$ cat src/rmc_defs.vh
// Constants for the microcontroller core support logic
`ifndef RMC_DEFS_VH
`define RMC_DEFS_VH

// ---------------------------------------------------------------
// Register word indices (byte address divided by four)
// ---------------------------------------------------------------
`define RMC_A_INTCTL 6'h00
`define RMC_A_OPTION 6'h01
`define RMC_A_TIMER 6'h02
`define RMC_A_STATUS 6'h03
`define RMC_A_FSP 6'h04
`define RMC_A_WDOG 6'h05
`define RMC_A_PORT0 6'h06
`define RMC_A_DIR0 6'h0a
`define RMC_A_BITOP 6'h0e

// ---------------------------------------------------------------
// Field positions
// ---------------------------------------------------------------
`define RMC_B_GIE 7
`define RMC_B_TIE 5
`define RMC_B_EIE 4
`define RMC_B_CIE 3
`define RMC_B_TIF 2
`define RMC_B_EIF 1
`define RMC_B_CIF 0
`define RMC_B_MODE 5
`define RMC_B_EDGE 4
`define RMC_B_PSA 3
`define RMC_B_IBANK 7
`define RMC_B_BANKHI 6
`define RMC_B_BANKLO 5
`define RMC_B_WDEN 0
`define RMC_B_WDCLR 1
`define RMC_B_BITVAL 5

// ---------------------------------------------------------------
// Reset values and timing
// ---------------------------------------------------------------
`define RMC_RST_INTCTL 8'h00
`define RMC_RST_OPTION 8'hff
`define RMC_RST_DIR 8'hff
`define RMC_RST_WDOG 8'h01
`define RMC_IRQ_VECTOR 16'h0004
`define RMC_TICK_DIV 2'h3
`define RMC_WDT_LIMIT 8'hff
`define RMC_STACK_DEPTH 8
`define RMC_INDIRECT_FILE 7'h00
`define RMC_RESP_OKAY 2'h0
`define RMC_RESP_SLVERR 2'h2

`endif

$ cat src/rmc_core_support_unused.v
// Intentionally empty; all logic lives in the principal file
`timescale 1ns/1ns
`default_nettype none
`default_nettype wire

$ cat src/rmc_core_support.v
// Stack, data addressing, interrupts, timer, watchdog and ports of the core
//
// The implementer's own choices: the address map and the AXI4-Lite slave port.
`timescale 1ns/1ns
`default_nettype none
`include "rmc_defs.vh"

module rmc_core_support (
  input wire aclk, // System clock
  input wire aresetn, // Synchronous reset, low active
  input wire [5:0] s_axi_awaddr, // Write address
  input wire [2:0] s_axi_awprot, // Write protection, unused
  input wire s_axi_awvalid, // Write address valid
  output wire s_axi_awready, // Write address ready
  input wire [31:0] s_axi_wdata, // Write data
  input wire [3:0] s_axi_wstrb, // Write strobes
  input wire s_axi_wvalid, // Write data valid
  output wire s_axi_wready, // Write data ready
  output reg [1:0] s_axi_bresp, // Write response
  output reg s_axi_bvalid, // Write response valid
  input wire s_axi_bready, // Write response ready
  input wire [5:0] s_axi_araddr, // Read address
  input wire [2:0] s_axi_arprot, // Read protection, unused
  input wire s_axi_arvalid, // Read address valid
  output wire s_axi_arready, // Read address ready
  output reg [31:0] s_axi_rdata, // Read data
  output reg [1:0] s_axi_rresp, // Read response
  output reg s_axi_rvalid, // Read data valid
  input wire s_axi_rready, // Read data ready
  input wire call_push, // Call executes, push pc
  input wire [15:0] push_pc, // Return address for call
  input wire ret_pop, // Any return executes
  input wire irq_ack, // Core accepts interrupt
  input wire [15:0] irq_ret_pc, // Return address for interrupt
  output wire irq_request, // Interrupt pending and enabled
  output reg pc_load_r, // Load pc pulse
  output reg [15:0] pc_load_addr_r, // Value to load into pc
  input wire acc_valid, // Data access request
  input wire acc_write, // Access is a write
  input wire [6:0] acc_file, // Low instruction bits
  input wire [7:0] acc_wdata, // Write data of access
  output reg [8:0] mem_addr_r, // Data memory address
  output reg mem_we_r, // Data memory write strobe
  output reg mem_oe_r, // Data memory read strobe
  output reg [7:0] mem_wdata_r, // Data memory write data
  input wire [7:0] mem_rdata, // Data memory read data
  output reg [7:0] acc_rdata_r, // Access read result
  output reg acc_rvalid_r, // Access read result valid
  input wire ext_int_pin, // External interrupt pin
  input wire timer_external_clock_in, // External timer input pin
  input wire wdt_clk_in, // Watchdog clock pin
  input wire core_sleep, // Core is asleep
  input wire wdt_clear, // Watchdog clear instruction
  output reg wdt_reset_r, // Watchdog reset pulse
  output reg wake_r, // Wake from sleep pulse
  input wire [31:0] port_in, // Pins of ports a to d
  output reg [31:0] port_out_r, // Output latches of ports a to d
  output wire [31:0] port_oe // Driver enables, high drives
);

  // ---------------------------------------------------------------
  // Decoding helpers
  // ---------------------------------------------------------------
  function [7:0] pre_mask;
    input [2:0] sel;
    input shift_one;
    integer i;
    begin
      pre_mask = 8'h00;
      for (i = 0; i < 8; i = i + 1) begin
        if ((i + shift_one) <= sel)
          pre_mask[i] = 1'b1;
      end
    end
  endfunction

  function is_port;
    input [5:0] idx;
    begin
      is_port = (idx >= `RMC_A_PORT0) && (idx < `RMC_A_DIR0);
    end
  endfunction

  function is_dir;
    input [5:0] idx;
    begin
      is_dir = (idx >= `RMC_A_DIR0) && (idx < `RMC_A_BITOP);
    end
  endfunction

  // ---------------------------------------------------------------
  // Pin synchronisers
  // ---------------------------------------------------------------
  reg [34:0] sync1_r;
  reg [34:0] sync2_r;
  reg [34:0] sync3_r;
  wire [31:0] pins_s = sync2_r[31:0];
  wire int_rise = sync2_r[32] & ~sync3_r[32];
  wire tck_rise = sync2_r[33] & ~sync3_r[33];
  wire tck_fall = ~sync2_r[33] & sync3_r[33];
  wire wdt_tick = sync2_r[34] & ~sync3_r[34];

  always @(posedge aclk) begin
    if (!aresetn) begin
      sync1_r <= 35'h0;
      sync2_r <= 35'h0;
      sync3_r <= 35'h0;
    end else begin
      sync1_r <= {wdt_clk_in, timer_external_clock_in, ext_int_pin, port_in};
      sync2_r <= sync1_r;
      sync3_r <= sync2_r;
    end
  end

  // ---------------------------------------------------------------
  // AXI4-Lite slave
  // ---------------------------------------------------------------
  reg aw_held_r;
  reg w_held_r;
  reg [5:0] aw_idx_r;
  reg [31:0] wdata_r;
  reg [3:0] wstrb_r;
  wire wr_fire = aw_held_r & w_held_r & ~s_axi_bvalid;
  wire [5:0] rd_idx = {2'h0, s_axi_araddr[5:2]};
  wire wr_byte = wr_fire & wstrb_r[0];
  wire wr_ok;
  reg [7:0] rd_mux;
  reg rd_ok;

  assign s_axi_awready = ~aw_held_r & ~s_axi_bvalid;
  assign s_axi_wready = ~w_held_r & ~s_axi_bvalid;
  assign s_axi_arready = ~s_axi_rvalid;
  assign wr_ok = (aw_idx_r <= `RMC_A_BITOP);

  always @(posedge aclk) begin
    if (!aresetn) begin
      aw_held_r <= 1'b0;
      w_held_r <= 1'b0;
      aw_idx_r <= 6'h0;
      wdata_r <= 32'h0;
      wstrb_r <= 4'h0;
      s_axi_bvalid <= 1'b0;
      s_axi_bresp <= `RMC_RESP_OKAY;
      s_axi_rvalid <= 1'b0;
      s_axi_rresp <= `RMC_RESP_OKAY;
      s_axi_rdata <= 32'h0;
    end else begin
      if (s_axi_awvalid && s_axi_awready) begin
        aw_held_r <= 1'b1;
        aw_idx_r <= {2'h0, s_axi_awaddr[5:2]};
      end
      if (s_axi_wvalid && s_axi_wready) begin
        w_held_r <= 1'b1;
        wdata_r <= s_axi_wdata;
        wstrb_r <= s_axi_wstrb;
      end
      if (wr_fire) begin
        aw_held_r <= 1'b0;
        w_held_r <= 1'b0;
        s_axi_bvalid <= 1'b1;
        s_axi_bresp <= wr_ok ? `RMC_RESP_OKAY : `RMC_RESP_SLVERR;
      end else if (s_axi_bready) begin
        s_axi_bvalid <= 1'b0;
      end
      if (s_axi_arvalid && s_axi_arready) begin
        s_axi_rvalid <= 1'b1;
        s_axi_rdata <= {24'h0, rd_mux};
        s_axi_rresp <= rd_ok ? `RMC_RESP_OKAY : `RMC_RESP_SLVERR;
      end else if (s_axi_rready) begin
        s_axi_rvalid <= 1'b0;
      end
    end
  end

  // ---------------------------------------------------------------
  // Control registers
  // ---------------------------------------------------------------
  reg [7:0] intctl_r;
  reg [7:0] option_r;
  reg [7:0] timer_count_register;
  reg [7:0] status_r;
  reg [7:0] file_select_pointer;
  reg [7:0] wdog_ctl_r;
  reg [7:0] wdt_cnt_r;
  reg [31:0] direction_register;
  wire [2:0] ps_sel = option_r[2:0];
  wire prescale_on_timer = ~option_r[`RMC_B_PSA];

  // ---------------------------------------------------------------
  // Register read multiplexer
  // ---------------------------------------------------------------
  // stack not mapped
  always @* begin
    rd_mux = 8'h00;
    rd_ok = 1'b1;
    if (is_port(rd_idx)) begin
      rd_mux = pins_s[(rd_idx - `RMC_A_PORT0) * 8 +: 8];
    end else if (is_dir(rd_idx)) begin
      rd_mux = direction_register[(rd_idx - `RMC_A_DIR0) * 8 +: 8];
    end else begin
      case (rd_idx)
        `RMC_A_INTCTL: rd_mux = intctl_r;
        `RMC_A_OPTION: rd_mux = option_r;
        `RMC_A_TIMER: rd_mux = timer_count_register;
        `RMC_A_STATUS: rd_mux = status_r;
        `RMC_A_FSP: rd_mux = file_select_pointer;
        `RMC_A_WDOG: rd_mux = wdt_cnt_r;
        `RMC_A_BITOP: rd_mux = 8'h00;
        default: rd_ok = 1'b0;
      endcase
    end
  end

  // ---------------------------------------------------------------
  // Timer and prescaler
  // ---------------------------------------------------------------
  reg [1:0] div_r;
  reg [7:0] pre_cnt_r;
  wire div_tick = (div_r == `RMC_TICK_DIV);
  wire ext_edge = option_r[`RMC_B_EDGE] ? tck_fall : tck_rise;
  wire src_tick = option_r[`RMC_B_MODE] ? ext_edge : div_tick;
  wire pre_hit = ((pre_cnt_r & pre_mask(ps_sel, 1'b0)) == pre_mask(ps_sel, 1'b0));
  wire tmr_tick = src_tick & (~prescale_on_timer | pre_hit);
  wire wr_timer = wr_byte & (aw_idx_r == `RMC_A_TIMER);
  wire tmr_ovf = tmr_tick & ~wr_timer & (timer_count_register == 8'hff);

  always @(posedge aclk) begin
    if (!aresetn) begin
      div_r <= 2'h0;
      pre_cnt_r <= 8'h00;
      timer_count_register <= 8'h00;
    end else begin
      div_r <= div_r + 2'h1;
      if (src_tick && prescale_on_timer)
        pre_cnt_r <= pre_cnt_r + 8'h01;
      if (wr_timer) begin
        timer_count_register <= wdata_r[7:0];
        pre_cnt_r <= 8'h00;
      end else if (tmr_tick) begin
        timer_count_register <= timer_count_register + 8'h01;
      end
    end
  end

  // ---------------------------------------------------------------
  // Interrupt controller
  // ---------------------------------------------------------------
  wire [3:0] chg_hi = sync2_r[15:12] ^ sync3_r[15:12];
  wire [2:0] irq_set = {tmr_ovf, int_rise, |chg_hi};
  wire wr_intctl = wr_byte & (aw_idx_r == `RMC_A_INTCTL);
  wire [7:0] intctl_base = wr_intctl ? wdata_r[7:0] : intctl_r;
  assign irq_request = intctl_r[`RMC_B_GIE] &
    ((intctl_r[`RMC_B_TIE] & intctl_r[`RMC_B_TIF]) |
     (intctl_r[`RMC_B_EIE] & intctl_r[`RMC_B_EIF]) |
     (intctl_r[`RMC_B_CIE] & intctl_r[`RMC_B_CIF]));

  always @(posedge aclk) begin
    if (!aresetn) begin
      intctl_r <= `RMC_RST_INTCTL;
    end else begin
      intctl_r <= intctl_base;
      intctl_r[`RMC_B_TIF] <= intctl_base[`RMC_B_TIF] | irq_set[2];
      intctl_r[`RMC_B_EIF] <= intctl_base[`RMC_B_EIF] | irq_set[1];
      intctl_r[`RMC_B_CIF] <= intctl_base[`RMC_B_CIF] | irq_set[0];
      if (irq_ack)
        intctl_r[`RMC_B_GIE] <= 1'b0;
    end
  end

  // ---------------------------------------------------------------
  // Hardware return stack
  // ---------------------------------------------------------------
  reg [15:0] stack_mem [0:`RMC_STACK_DEPTH-1];
  reg [2:0] sp_r;
  wire do_push = irq_ack | call_push;
  wire [15:0] push_val = irq_ack ? irq_ret_pc : push_pc;

  always @(posedge aclk) begin
    if (do_push) begin
      stack_mem[sp_r] <= push_val;
    end
  end

  always @(posedge aclk) begin
    if (!aresetn) begin
      sp_r <= 3'h0;
      pc_load_r <= 1'b0;
      pc_load_addr_r <= 16'h0;
    end else begin
      pc_load_r <= irq_ack | (ret_pop & ~do_push);
      if (irq_ack) begin
        pc_load_addr_r <= `RMC_IRQ_VECTOR;
      end else if (ret_pop && !do_push) begin
        pc_load_addr_r <= stack_mem[sp_r - 3'h1];
      end
      if (do_push)
        sp_r <= sp_r + 3'h1;
      else if (ret_pop)
        sp_r <= sp_r - 3'h1;
    end
  end

  // ---------------------------------------------------------------
  // Data memory addressing
  // ---------------------------------------------------------------
  // window redirects
  wire use_ind = (acc_file == `RMC_INDIRECT_FILE);
  wire [8:0] ind_addr = {status_r[`RMC_B_IBANK], file_select_pointer};
  wire [8:0] dir_addr = {status_r[`RMC_B_BANKHI], status_r[`RMC_B_BANKLO], acc_file};
  wire ind_self = use_ind & (file_select_pointer[6:0] == `RMC_INDIRECT_FILE);
  reg null_rd_r;

  always @(posedge aclk) begin
    if (!aresetn) begin
      mem_addr_r <= 9'h0;
      mem_we_r <= 1'b0;
      mem_oe_r <= 1'b0;
      mem_wdata_r <= 8'h00;
      null_rd_r <= 1'b0;
      acc_rdata_r <= 8'h00;
      acc_rvalid_r <= 1'b0;
    end else begin
      mem_we_r <= acc_valid & acc_write & ~ind_self;
      mem_oe_r <= acc_valid & ~acc_write & ~ind_self;
      null_rd_r <= acc_valid & ~acc_write & ind_self;
      if (acc_valid) begin
        mem_addr_r <= use_ind ? ind_addr : dir_addr;
        mem_wdata_r <= acc_wdata;
      end
      acc_rvalid_r <= mem_oe_r | null_rd_r;
      if (null_rd_r)
        acc_rdata_r <= 8'h00;
      else if (mem_oe_r)
        acc_rdata_r <= mem_rdata;
    end
  end

  // ---------------------------------------------------------------
  // Watchdog
  // ---------------------------------------------------------------
  reg [6:0] wdt_pre_r;
  reg sleep_d_r;
  wire [7:0] wmask_full = pre_mask(ps_sel, 1'b1);
  wire [6:0] wmask = wmask_full[6:0];
  wire wdt_step = wdt_tick & (prescale_on_timer | ((wdt_pre_r & wmask) == wmask));
  wire wr_wdog = wr_byte & (aw_idx_r == `RMC_A_WDOG);
  wire wdt_kick = wdt_clear | (core_sleep & ~sleep_d_r) | (wr_wdog & wdata_r[`RMC_B_WDCLR]);
  wire wdt_expire = wdog_ctl_r[`RMC_B_WDEN] & wdt_step & ~wdt_kick & (wdt_cnt_r == `RMC_WDT_LIMIT);

  always @(posedge aclk) begin
    if (!aresetn) begin
      wdt_pre_r <= 7'h00;
      wdt_cnt_r <= 8'h00;
      sleep_d_r <= 1'b0;
      wdt_reset_r <= 1'b0;
      wake_r <= 1'b0;
    end else begin
      sleep_d_r <= core_sleep;
      if (wdt_tick)
        wdt_pre_r <= wdt_pre_r + 7'h01;
      if (wdt_kick || wdt_expire || !wdog_ctl_r[`RMC_B_WDEN]) begin
        wdt_cnt_r <= 8'h00;
        wdt_pre_r <= 7'h00;
      end else if (wdt_step) begin
        wdt_cnt_r <= wdt_cnt_r + 8'h01;
      end
      wdt_reset_r <= wdt_expire & ~core_sleep;
      wake_r <= wdt_expire & core_sleep;
    end
  end

  // ---------------------------------------------------------------
  // Plain registers and ports
  // ---------------------------------------------------------------
  wire wr_bitop = wr_byte & (aw_idx_r == `RMC_A_BITOP);
  wire [4:0] bit_idx = wdata_r[4:0];

  always @(posedge aclk) begin
    if (!aresetn) begin
      option_r <= `RMC_RST_OPTION;
      status_r <= 8'h00;
      file_select_pointer <= 8'h00;
      wdog_ctl_r <= `RMC_RST_WDOG;
    end else if (wr_byte) begin
      case (aw_idx_r)
        `RMC_A_OPTION: option_r <= wdata_r[7:0];
        `RMC_A_STATUS: status_r <= wdata_r[7:0];
        `RMC_A_FSP: file_select_pointer <= wdata_r[7:0];
        `RMC_A_WDOG: wdog_ctl_r <= {7'h00, wdata_r[`RMC_B_WDEN]};
        default: status_r <= status_r;
      endcase
    end
  end

  genvar p;
  generate
    for (p = 0; p < 4; p = p + 1) begin : g_port
      always @(posedge aclk) begin
        if (!aresetn) begin
          port_out_r[p*8 +: 8] <= 8'h00;
          direction_register[p*8 +: 8] <= `RMC_RST_DIR;
        end else begin
          if (wr_byte && aw_idx_r == `RMC_A_PORT0 + p)
            port_out_r[p*8 +: 8] <= wdata_r[7:0];
          else if (wr_bitop && bit_idx[4:3] == p)
            port_out_r[p*8 + bit_idx[2:0]] <= wdata_r[`RMC_B_BITVAL];
          if (wr_byte && aw_idx_r == `RMC_A_DIR0 + p)
            direction_register[p*8 +: 8] <= wdata_r[7:0];
        end
      end
    end
  endgenerate

  assign port_oe = ~direction_register;

endmodule // rmc_core_support
`default_nettype wire

$ cat config.mk
export PLATFORM = sky130hd
export DESIGN_NAME = rmc_core_support
export DESIGN_NICKNAME = d
export VERILOG_FILES = /design/src/rmc_core_support_unused.v /design/src/rmc_core_support.v
export VERILOG_INCLUDE_DIRS = /design/src
export SDC_FILE = /design/constraint.sdc
export NUM_CORES = 1
export LEC_CHECK = 0
export BUFFER_PORTS_ARGS = -buffer_cell sky130_fd_sc_hd__buf_2
export CORE_MARGIN = 4
export CORE_UTILIZATION = 55
export CTS_CLUSTER_SIZE = 20
export DETAILED_ROUTE_END_ITERATION = 6
export PLACE_DENSITY = 0.8
export SLEW_MARGIN = 10
export SYNTH_ARGS = -nofsm -noshare
export SYNTH_HDL_FRONTEND = slang
export SYNTH_SLANG_ARGS = --single-unit
$ cat constraint.sdc
create_clock -name aclk -period 3.5 [get_ports aclk]
set_clock_uncertainty 0.2 [all_clocks]
set_input_delay 0.35 -clock aclk [delete_from_list [all_inputs] [get_ports aclk]]
set_output_delay 0.35 -clock aclk [all_outputs]
set_load 0.02 [all_outputs]
==> run metrics, run 1 <==
status finished clean; Setup CP Type in -> reg; R2R depth 6; Post-Place Cells 1907; buffer count from post-CTS setup fixing 0; M1 GR Usage 0.300; sequential cell area 8930 um^2; Post-synth EDFFs 128; TritonCTS clock tree built; Fin Setup TNS 0 ns; TritonRoute pass-1 iters 6; period utilization 0.772; CP Data Required Time 3.76 ns; DRC Markers 0; via count 11400; post-synthesis sequential area ratio 0.563; routed len/inst 19.5 um; Max FO, Critical Path 121; antenna violations before repair 2; Slew Limit Fails 0; Synth Instances 1368; Avg Inst Size Synth 11.6 um^2; dpl ws 0.618 ns; proportion of layout cells with a drive suffix above 1 0.234; GPL Wtd Cong 0.899; # setup viols final 0; CP Capture Type flip-flop; Routed Antenna Nets 0; Hold Crit Depth 2; Slew HR 0.277; asr flop ratio synth 0; Fillers 2005; Max Root-Sink Buffers 3; Detailed Route Iter0 Violations 903; minimum clock period 2.70 ns; Layout Nets 1820; Sink Count 382; max cap viols 0; Cell variety after synth 65; vias in the first global route 11200; Global Route Usage Sum 0.250; Multi-input gate area 6270 um^2; num rows 61; global-route wire length before repair 61.5 mm; commonest non-fill, non-tap cell in the layout dfxtp_1; vias per cell 5.55; RSZ-0062 raised after global routing no; clock latency on the worst-skew pair 0.53 ns; Final Non-Filler Cells 2058; Root Driver clkbuf_16; Critical Path AT 2.97 ns; Routed Wire Length 40.1 mm; Core ar. 28100 um^2; final hold vios 0; Post-Syn Area 15900 um^2; Crit path depth 5; Layout area overhead 21.0%; number of CTS-inserted buffers 39; IO Port Bufs 215; Hold Crit Class in -> reg; Ys Warns 64; M2 GR Usage 0.440; worst-path cell chain dlygate4sd3_1, buf_4, buf_4, o211a_1, dlygate4sd3_1; register bit total from synthesis 382; largest net degree at the start of global routing 122; grt peak-use layer met2; main flop type after synthesis dfxtp_1; slew of the pin with the lowest slew margin 1.08 ns; starting density of the core 0.565; H-tree level count 2; clock-pin slew on the worst setup and hold paths 0.06 ns; die area 31600 um^2; slowest CP cell buf_4; Fmax 370 MHz; most frequent cells in the layout dfxtp_1, buf_2, edfxtp_1; hpwl dp 26.1 mm; max incr delay on CP 0.80 ns; Congestion Overflow GR 0; PwrDens 519 nW/um^2; CP Buf/Inv Count 4; I/O pin total 311; final worst slack 0.797 ns; critical path's top delay family buffers and inverters; Critical Path Source Type input pin; Pleak 7.83 nW; Max rail drop VDD 0.000580 V; die width 178 um; Vert. Die Dim 178 um; GRT met3 Usage 0.0550
[cells in the mapped netlist (all sizes together) (11+ instances only)]
master / n / area share
dfxtp: 254 / 0.32
edfxtp: 128 / 0.24
nand2: 117 / 0.028
and2: 83 / 0.033
buf: 83 / 0.035
mux2i: 77 / 0.049
nor2: 77 / 0.019
clkbuf: 56 / 0.013
mux4: 48 / 0.068
inv: 46 / 0.011
nor2b: 39 / 0.015
o211ai: 36 / 0.017
a21oi: 33 / 0.010
o21ai: 33 / 0.010
a21boi: 24 / 0.011
nor3: 24 / 0.0082
nand3: 21 / 0.0066
a211oi: 17 / 0.0080
mux2: 17 / 0.012
ha: 13 / 0.010
nor4: 12 / 0.0069
xnor2: 12 / 0.0066
xor2: 12 / 0.0066
nand2b: 11 / 0.0043
nand4: 11 / 0.0043
[layout make-up]
cell class	instances	area share
repair buffers	322	0.109
clock buffers	53	0.0568
flip-flops and latches	382	0.465
clock inverters	17	0.00854
inverters	46	0.00900
multi-input cells	858	0.327
diodes	2	0.000261
well taps	378	0.0246
[sequential cells by signal, indices dropped and copies added (netlist names), 9 cells and up]
| signal | flops |
|---|---|
| stack_mem | 128 |
| sync1_r | 35 |
| sync2_r | 35 |
| direction_register | 32 |
| pc_load_addr_r | 16 |
| mem_addr_r | 9 |
[kinds of logic after synthesis]
kind of cell	share of synthesized area
AO/OA/AOI/OAI	0.0830
other	0.000236
flip-flops	0.563
adder cells (fa/ha/maj)	0.0103
XOR/XNOR	0.0133
buffers and inverters	0.0592
multiplexers	0.129
AND/OR/NAND/NOR	0.142
[what timing repair did]
item,CTS,global route
resized for setup,0,0
hold buffers,79,0
hold endpoints to repair,82,0
endpoints found under the setup margin,0,0
[power by group]
| part | leakage [nW] | switching (mW) | total, mW | internal [mW] |
|---|---|---|---|---|
| combinational | 3.97 | 0.574 | 1.02 | 0.448 |
| clock | 0.611 | 1.72 | 4.07 | 2.35 |
| sequential | 3.25 | 0.102 | 4.87 | 4.77 |
[final timing paths]
path / slack [ns] / startpoint / to
max: 0.80 / aresetn / s_axi_rvalid
min reg2reg: 0.23 / div_r[0] / div_r[0]
min: 0.03 / irq_ret_pc[11] / stack_mem[6][11]
max reg2reg: 0.95 / s_axi_bvalid / timer_count_register[7]
[per-layer routing]
metal	share of wire	vias to the layer above	routed length (um)
met5	0	-	0
met4	0.035	0	1390
met3	0.082	97	3300
met2	0.51	495	20600
met1	0.37	5526	14800
li1	-	5310	-
[metrics by stage]
step / total power [mW] / instance area (um^2) / util / hold slack [ns]
detailed placement: 5.90 / 17100 / 0.610 / 0.218
finish: 9.96 / 19200 / 0.683 / 0.0309
global route: 10.3 / 19200 / 0.683 / 0.0217
global placement: 5.87 / 17100 / 0.610 / 0.209
CTS: 10.0 / 19200 / 0.683 / 0.0116
floorplan: 5.64 / 16100 / - / 0.198
(Power assumes the default switching activity.)
==> run 2: changes to the inputs <==
--- a/config.mk
+++ b/config.mk
@@ -6,12 +6,13 @@
 export SDC_FILE = /design/constraint.sdc
 export NUM_CORES = 1
 export LEC_CHECK = 0
+export ABC_AREA = 1
 export BUFFER_PORTS_ARGS = -buffer_cell sky130_fd_sc_hd__buf_2
 export CORE_MARGIN = 4
 export CORE_UTILIZATION = 55
 export CTS_CLUSTER_SIZE = 20
 export DETAILED_ROUTE_END_ITERATION = 6
-export PLACE_DENSITY = 0.8
+export PLACE_DENSITY = 0.79
 export SLEW_MARGIN = 10
 export SYNTH_ARGS = -nofsm -noshare
 export SYNTH_HDL_FRONTEND = slang
==> constraint.sdc (replaced) <==
create_clock -name aclk -period 2.6 [get_ports aclk]
set_clock_uncertainty 0.2 [all_clocks]
set_input_delay 0.26 -clock aclk [delete_from_list [all_inputs] [get_ports aclk]]
set_output_delay 0.26 -clock aclk [all_outputs]
set_load 0.02 [all_outputs]
==> run 2 against run 1 <==
Sequential power rose by 34%. Die area grew 1.6%. Utilization hardly changed.
==> run metrics, run 2 <==
Congestion Overflow GR 0 (unchanged); Synth Instances 1921 (+40%); Sink Count 382 (unchanged); slowest CP cell inv_1; Post-CTS Resized 0 (unchanged); critical path's top delay family buffers and inverters; Detailed Route Iter0 Violations 1605 (+78%); Core ar. 28900 um^2 (+2.7%); Critical Path Source Type flip-flop; Fmax 422 MHz; num rows 62 (+1.6%); commonest non-fill, non-tap cell in the layout nand2_1; proportion of layout cells with a drive suffix above 1 0.153 (-0.0803); reg-to-reg slack, setup 0.23 ns (-0.72 ns); global-route wire length before repair 69.2 mm (+13%); top cells by area, synth dfxtp_1, edfxtp_1, nand2_1; main flop type after synthesis dfxtp_1; Setup CP Type reg -> reg; design area 19700 um^2 (+2.7%); top cell type's share of synthesized area 0.315 (-0.00537); Layout Nets 2412 (+33%); Multi-input gate area 5720 um^2 (-8.7%); final hold vios 0 (unchanged); worst-path cell chain inv_1, ha_1, inv_1, buf_4, o21ai_0, o22ai_1, nand2_1, nand3_1, nand2_1, inv_1; PwrDens 680 nW/um^2 (+31%); largest net degree at the start of global routing 84 (-31%); minimum clock period 2.37 ns; RSZ-0062 raised after global routing no; Post-Syn Area 16100 um^2 (+1.7%); Hold EP stack_mem[0][9]; R2R depth 10 (+4); synth cell count leaders nand2_1, dfxtp_1, inv_1; Pleak 9.42 nW (+20%); Slew HR 0.551 (+0.274); Max FO, Critical Path 13 (-89%); vias per cell 5.35 (-3.6%); period utilization 0.912; IO Port Bufs 215 (unchanged); register bit total from synthesis 382 (unchanged); CP Capture Type flip-flop; DRC Markers 0 (unchanged); Biggest register stack_mem; Fillers 2200 (+9.7%); Post-synth EDFFs 128 (unchanged); Max rail drop VDD 0.000490 V (-16%); max reg flops 128 (unchanged); post-synthesis sequential area ratio 0.553 (-0.00943); routed len/inst 17.0 um (-13%); most used cell, CP inv_1; Fin Setup TNS 0 ns (unchanged); max cap viols 0 (unchanged); slew of the pin with the lowest slew margin 0.673 ns (-0.405 ns); TritonRoute pass-1 iters 6 (unchanged); I/O pin total 311 (unchanged); vias in the first global route 13400 (+19%); Crit path depth 10 (+5); die width 179 um (+0.81%); placed cell area 17500 um^2 (+2.2%); Cell variety after synth 42 (-35%); clock-pin slew on the worst setup and hold paths 0.06 ns (about the same); status finished clean; die area 32100 um^2 (+1.6%); Ys Warns 64 (unchanged); Reg2Reg Launch Point sp_r[1]; Hold Crit Start push_pc[9]; Largest regs stack_mem (128), sync1_r (35), sync2_r (35); most frequent cells in the layout nand2_1, dfxtp_1, inv_1; Vert. Die Dim 179 um (+0.81%); Synth area leader dfxtp_1; Hold Crit Class in -> reg; cell with the most instances after synthesis nand2_1; TritonCTS clock tree built; H-tree level count 2 (unchanged); max incr delay on CP 0.42 ns (-0.38 ns); Max Root-Sink Buffers 3 (unchanged); # diodes 0 (-2); CP Buf/Inv Count 4 (unchanged); Slew Limit Fails 0 (unchanged); # setup viols final 0 (unchanged); Hold Crit Depth 3 (+1); Avg Inst Size Synth 8.40 um^2 (-28%); Layout area overhead 22.2%; CP Data Required Time 2.88 ns (-0.88 ns); R2R Path End pc_load_addr_r[11]; hpwl dp 29.7 mm (+13%); via count 14200 (+24%); starting density of the core 0.559 (-0.00572); Routed Antenna Nets 0 (unchanged); number of CTS-inserted buffers 38 (-2.6%); Root Driver clkbuf_16; asr flop ratio synth 0 (unchanged); Global Route Usage Sum 0.273 (+0.0235); buffer count from post-CTS setup fixing 0 (unchanged); GPL Wtd Cong 0.921 (+2.5%); clock latency on the worst-skew pair 0.53 ns (about the same); antenna violations before repair 0 (-2); Critical Path AT 2.65 ns (-0.32 ns); sequential cell area 8930 um^2 (unchanged); Routed Wire Length 45.1 mm (+12%)
run 2: changes by cell type in the layout (fill, tap and decap cells not counted), moves of 24 or more:
| cell | previous run | this run |
|---|---|---|
| a21oi_1 | 33 | 109 |
| nand3_1 | 21 | 77 |
| mux4_2 | 48 | 0 |
| o22ai_1 | 5 | 46 |
| o21ai_0 | 32 | 158 |
| inv_1 | 46 | 238 |
| nand2_1 | 117 | 456 |
| nor2b_1 | 39 | 0 |
| and2_1 | 83 | 0 |
| a21boi_0 | 24 | 0 |
| nor2_1 | 75 | 174 |
| mux2i_1 | 77 | 0 |
run 2: layout make-up:
class | instances | area share
Sequential cell | 382 | 0.453
Multi-Input combinational cell | 1216 | 0.290
Timing Repair Buffer | 356 | 0.122
Clock buffer | 54 | 0.0569
Inverter | 247 | 0.0470
Tap cell | 384 | 0.0244
Clock inverter | 15 | 0.00609
run 2: kinds of logic (layout without fill, tap and decap cells):
family / Yosys count / in the layout / synth area share
buffers and inverters: 380 / 672 / 0.105
AND/OR/NAND/NOR: 753 / 753 / 0.191
adder cells (fa/ha/maj): 13 / 13 / 0.0101
other: 1 / 58 / 0.000232
XOR/XNOR: 27 / 27 / 0.0147
flip-flops: 382 / 382 / 0.553
AO/OA/AOI/OAI: 365 / 365 / 0.125
run 2: power by group:
| group | internal (mW) | leakage [nW] | switching [mW] | total [mW] |
|---|---|---|---|---|
| Combinational | 0.501 | 5.55 | 0.961 | 1.46 |
| Sequential | 6.42 | 3.25 | 0.115 | 6.54 |
| Clock | 3.13 | 0.619 | 2.28 | 5.41 |
run 2: repair_timing:
item / 4_1_cts / 5_1_grt
endpoints found under the hold margin: 160 / 0
hold buffers: 95 / 0
setup endpoints to repair: 0 / 0
run 2: per-layer routing:
metal	routed length, um	global-route usage
met5	0	0
met4	1420	0.0838
met3	4410	0.0510
met2	21000	0.455
met1	18200	0.364
run 2: worst reg2reg max path, delay by kind of cell (launching register included):
| kind | cells | cell delay [ns] |
|---|---|---|
| buf+inv | 4 | 0.86 |
| simple gates | 3 | 0.28 |
| fa+ha+maj | 1 | 0.30 |
| flops | 1 | 0.38 |
| compound gates | 2 | 0.30 |
run 2: through the flow:
step / hold WS [ns] / utilization / worst slack (ns) / total power, mW / cells
after floorplan: 0.139 / - / 0.321 / 7.54 / 1978
after global placement: 0.193 / 0.607 / 0.348 / 7.92 / 2490
after detailed placement: 0.197 / 0.607 / 0.322 / 7.96 / 2490
after CTS: 0.00227 / 0.683 / 0.269 / 13.4 / 2654
after global routing: 0.0308 / 0.683 / 0.0920 / 13.9 / 2654
final: 0.00612 / 0.683 / 0.230 / 13.4 / 2654
run 2: worst max path at each step:
stage,start,to
after floorplan,sp_r[0],stack_mem[0][0]
after global placement,s_axi_araddr[3],s_axi_rdata[2]
after detailed placement,s_axi_araddr[3],s_axi_rdata[4]
after CTS,sp_r[1],pc_load_addr_r[11]
after global routing,sp_r[1],pc_load_addr_r[11]
final,sp_r[1],pc_load_addr_r[11]
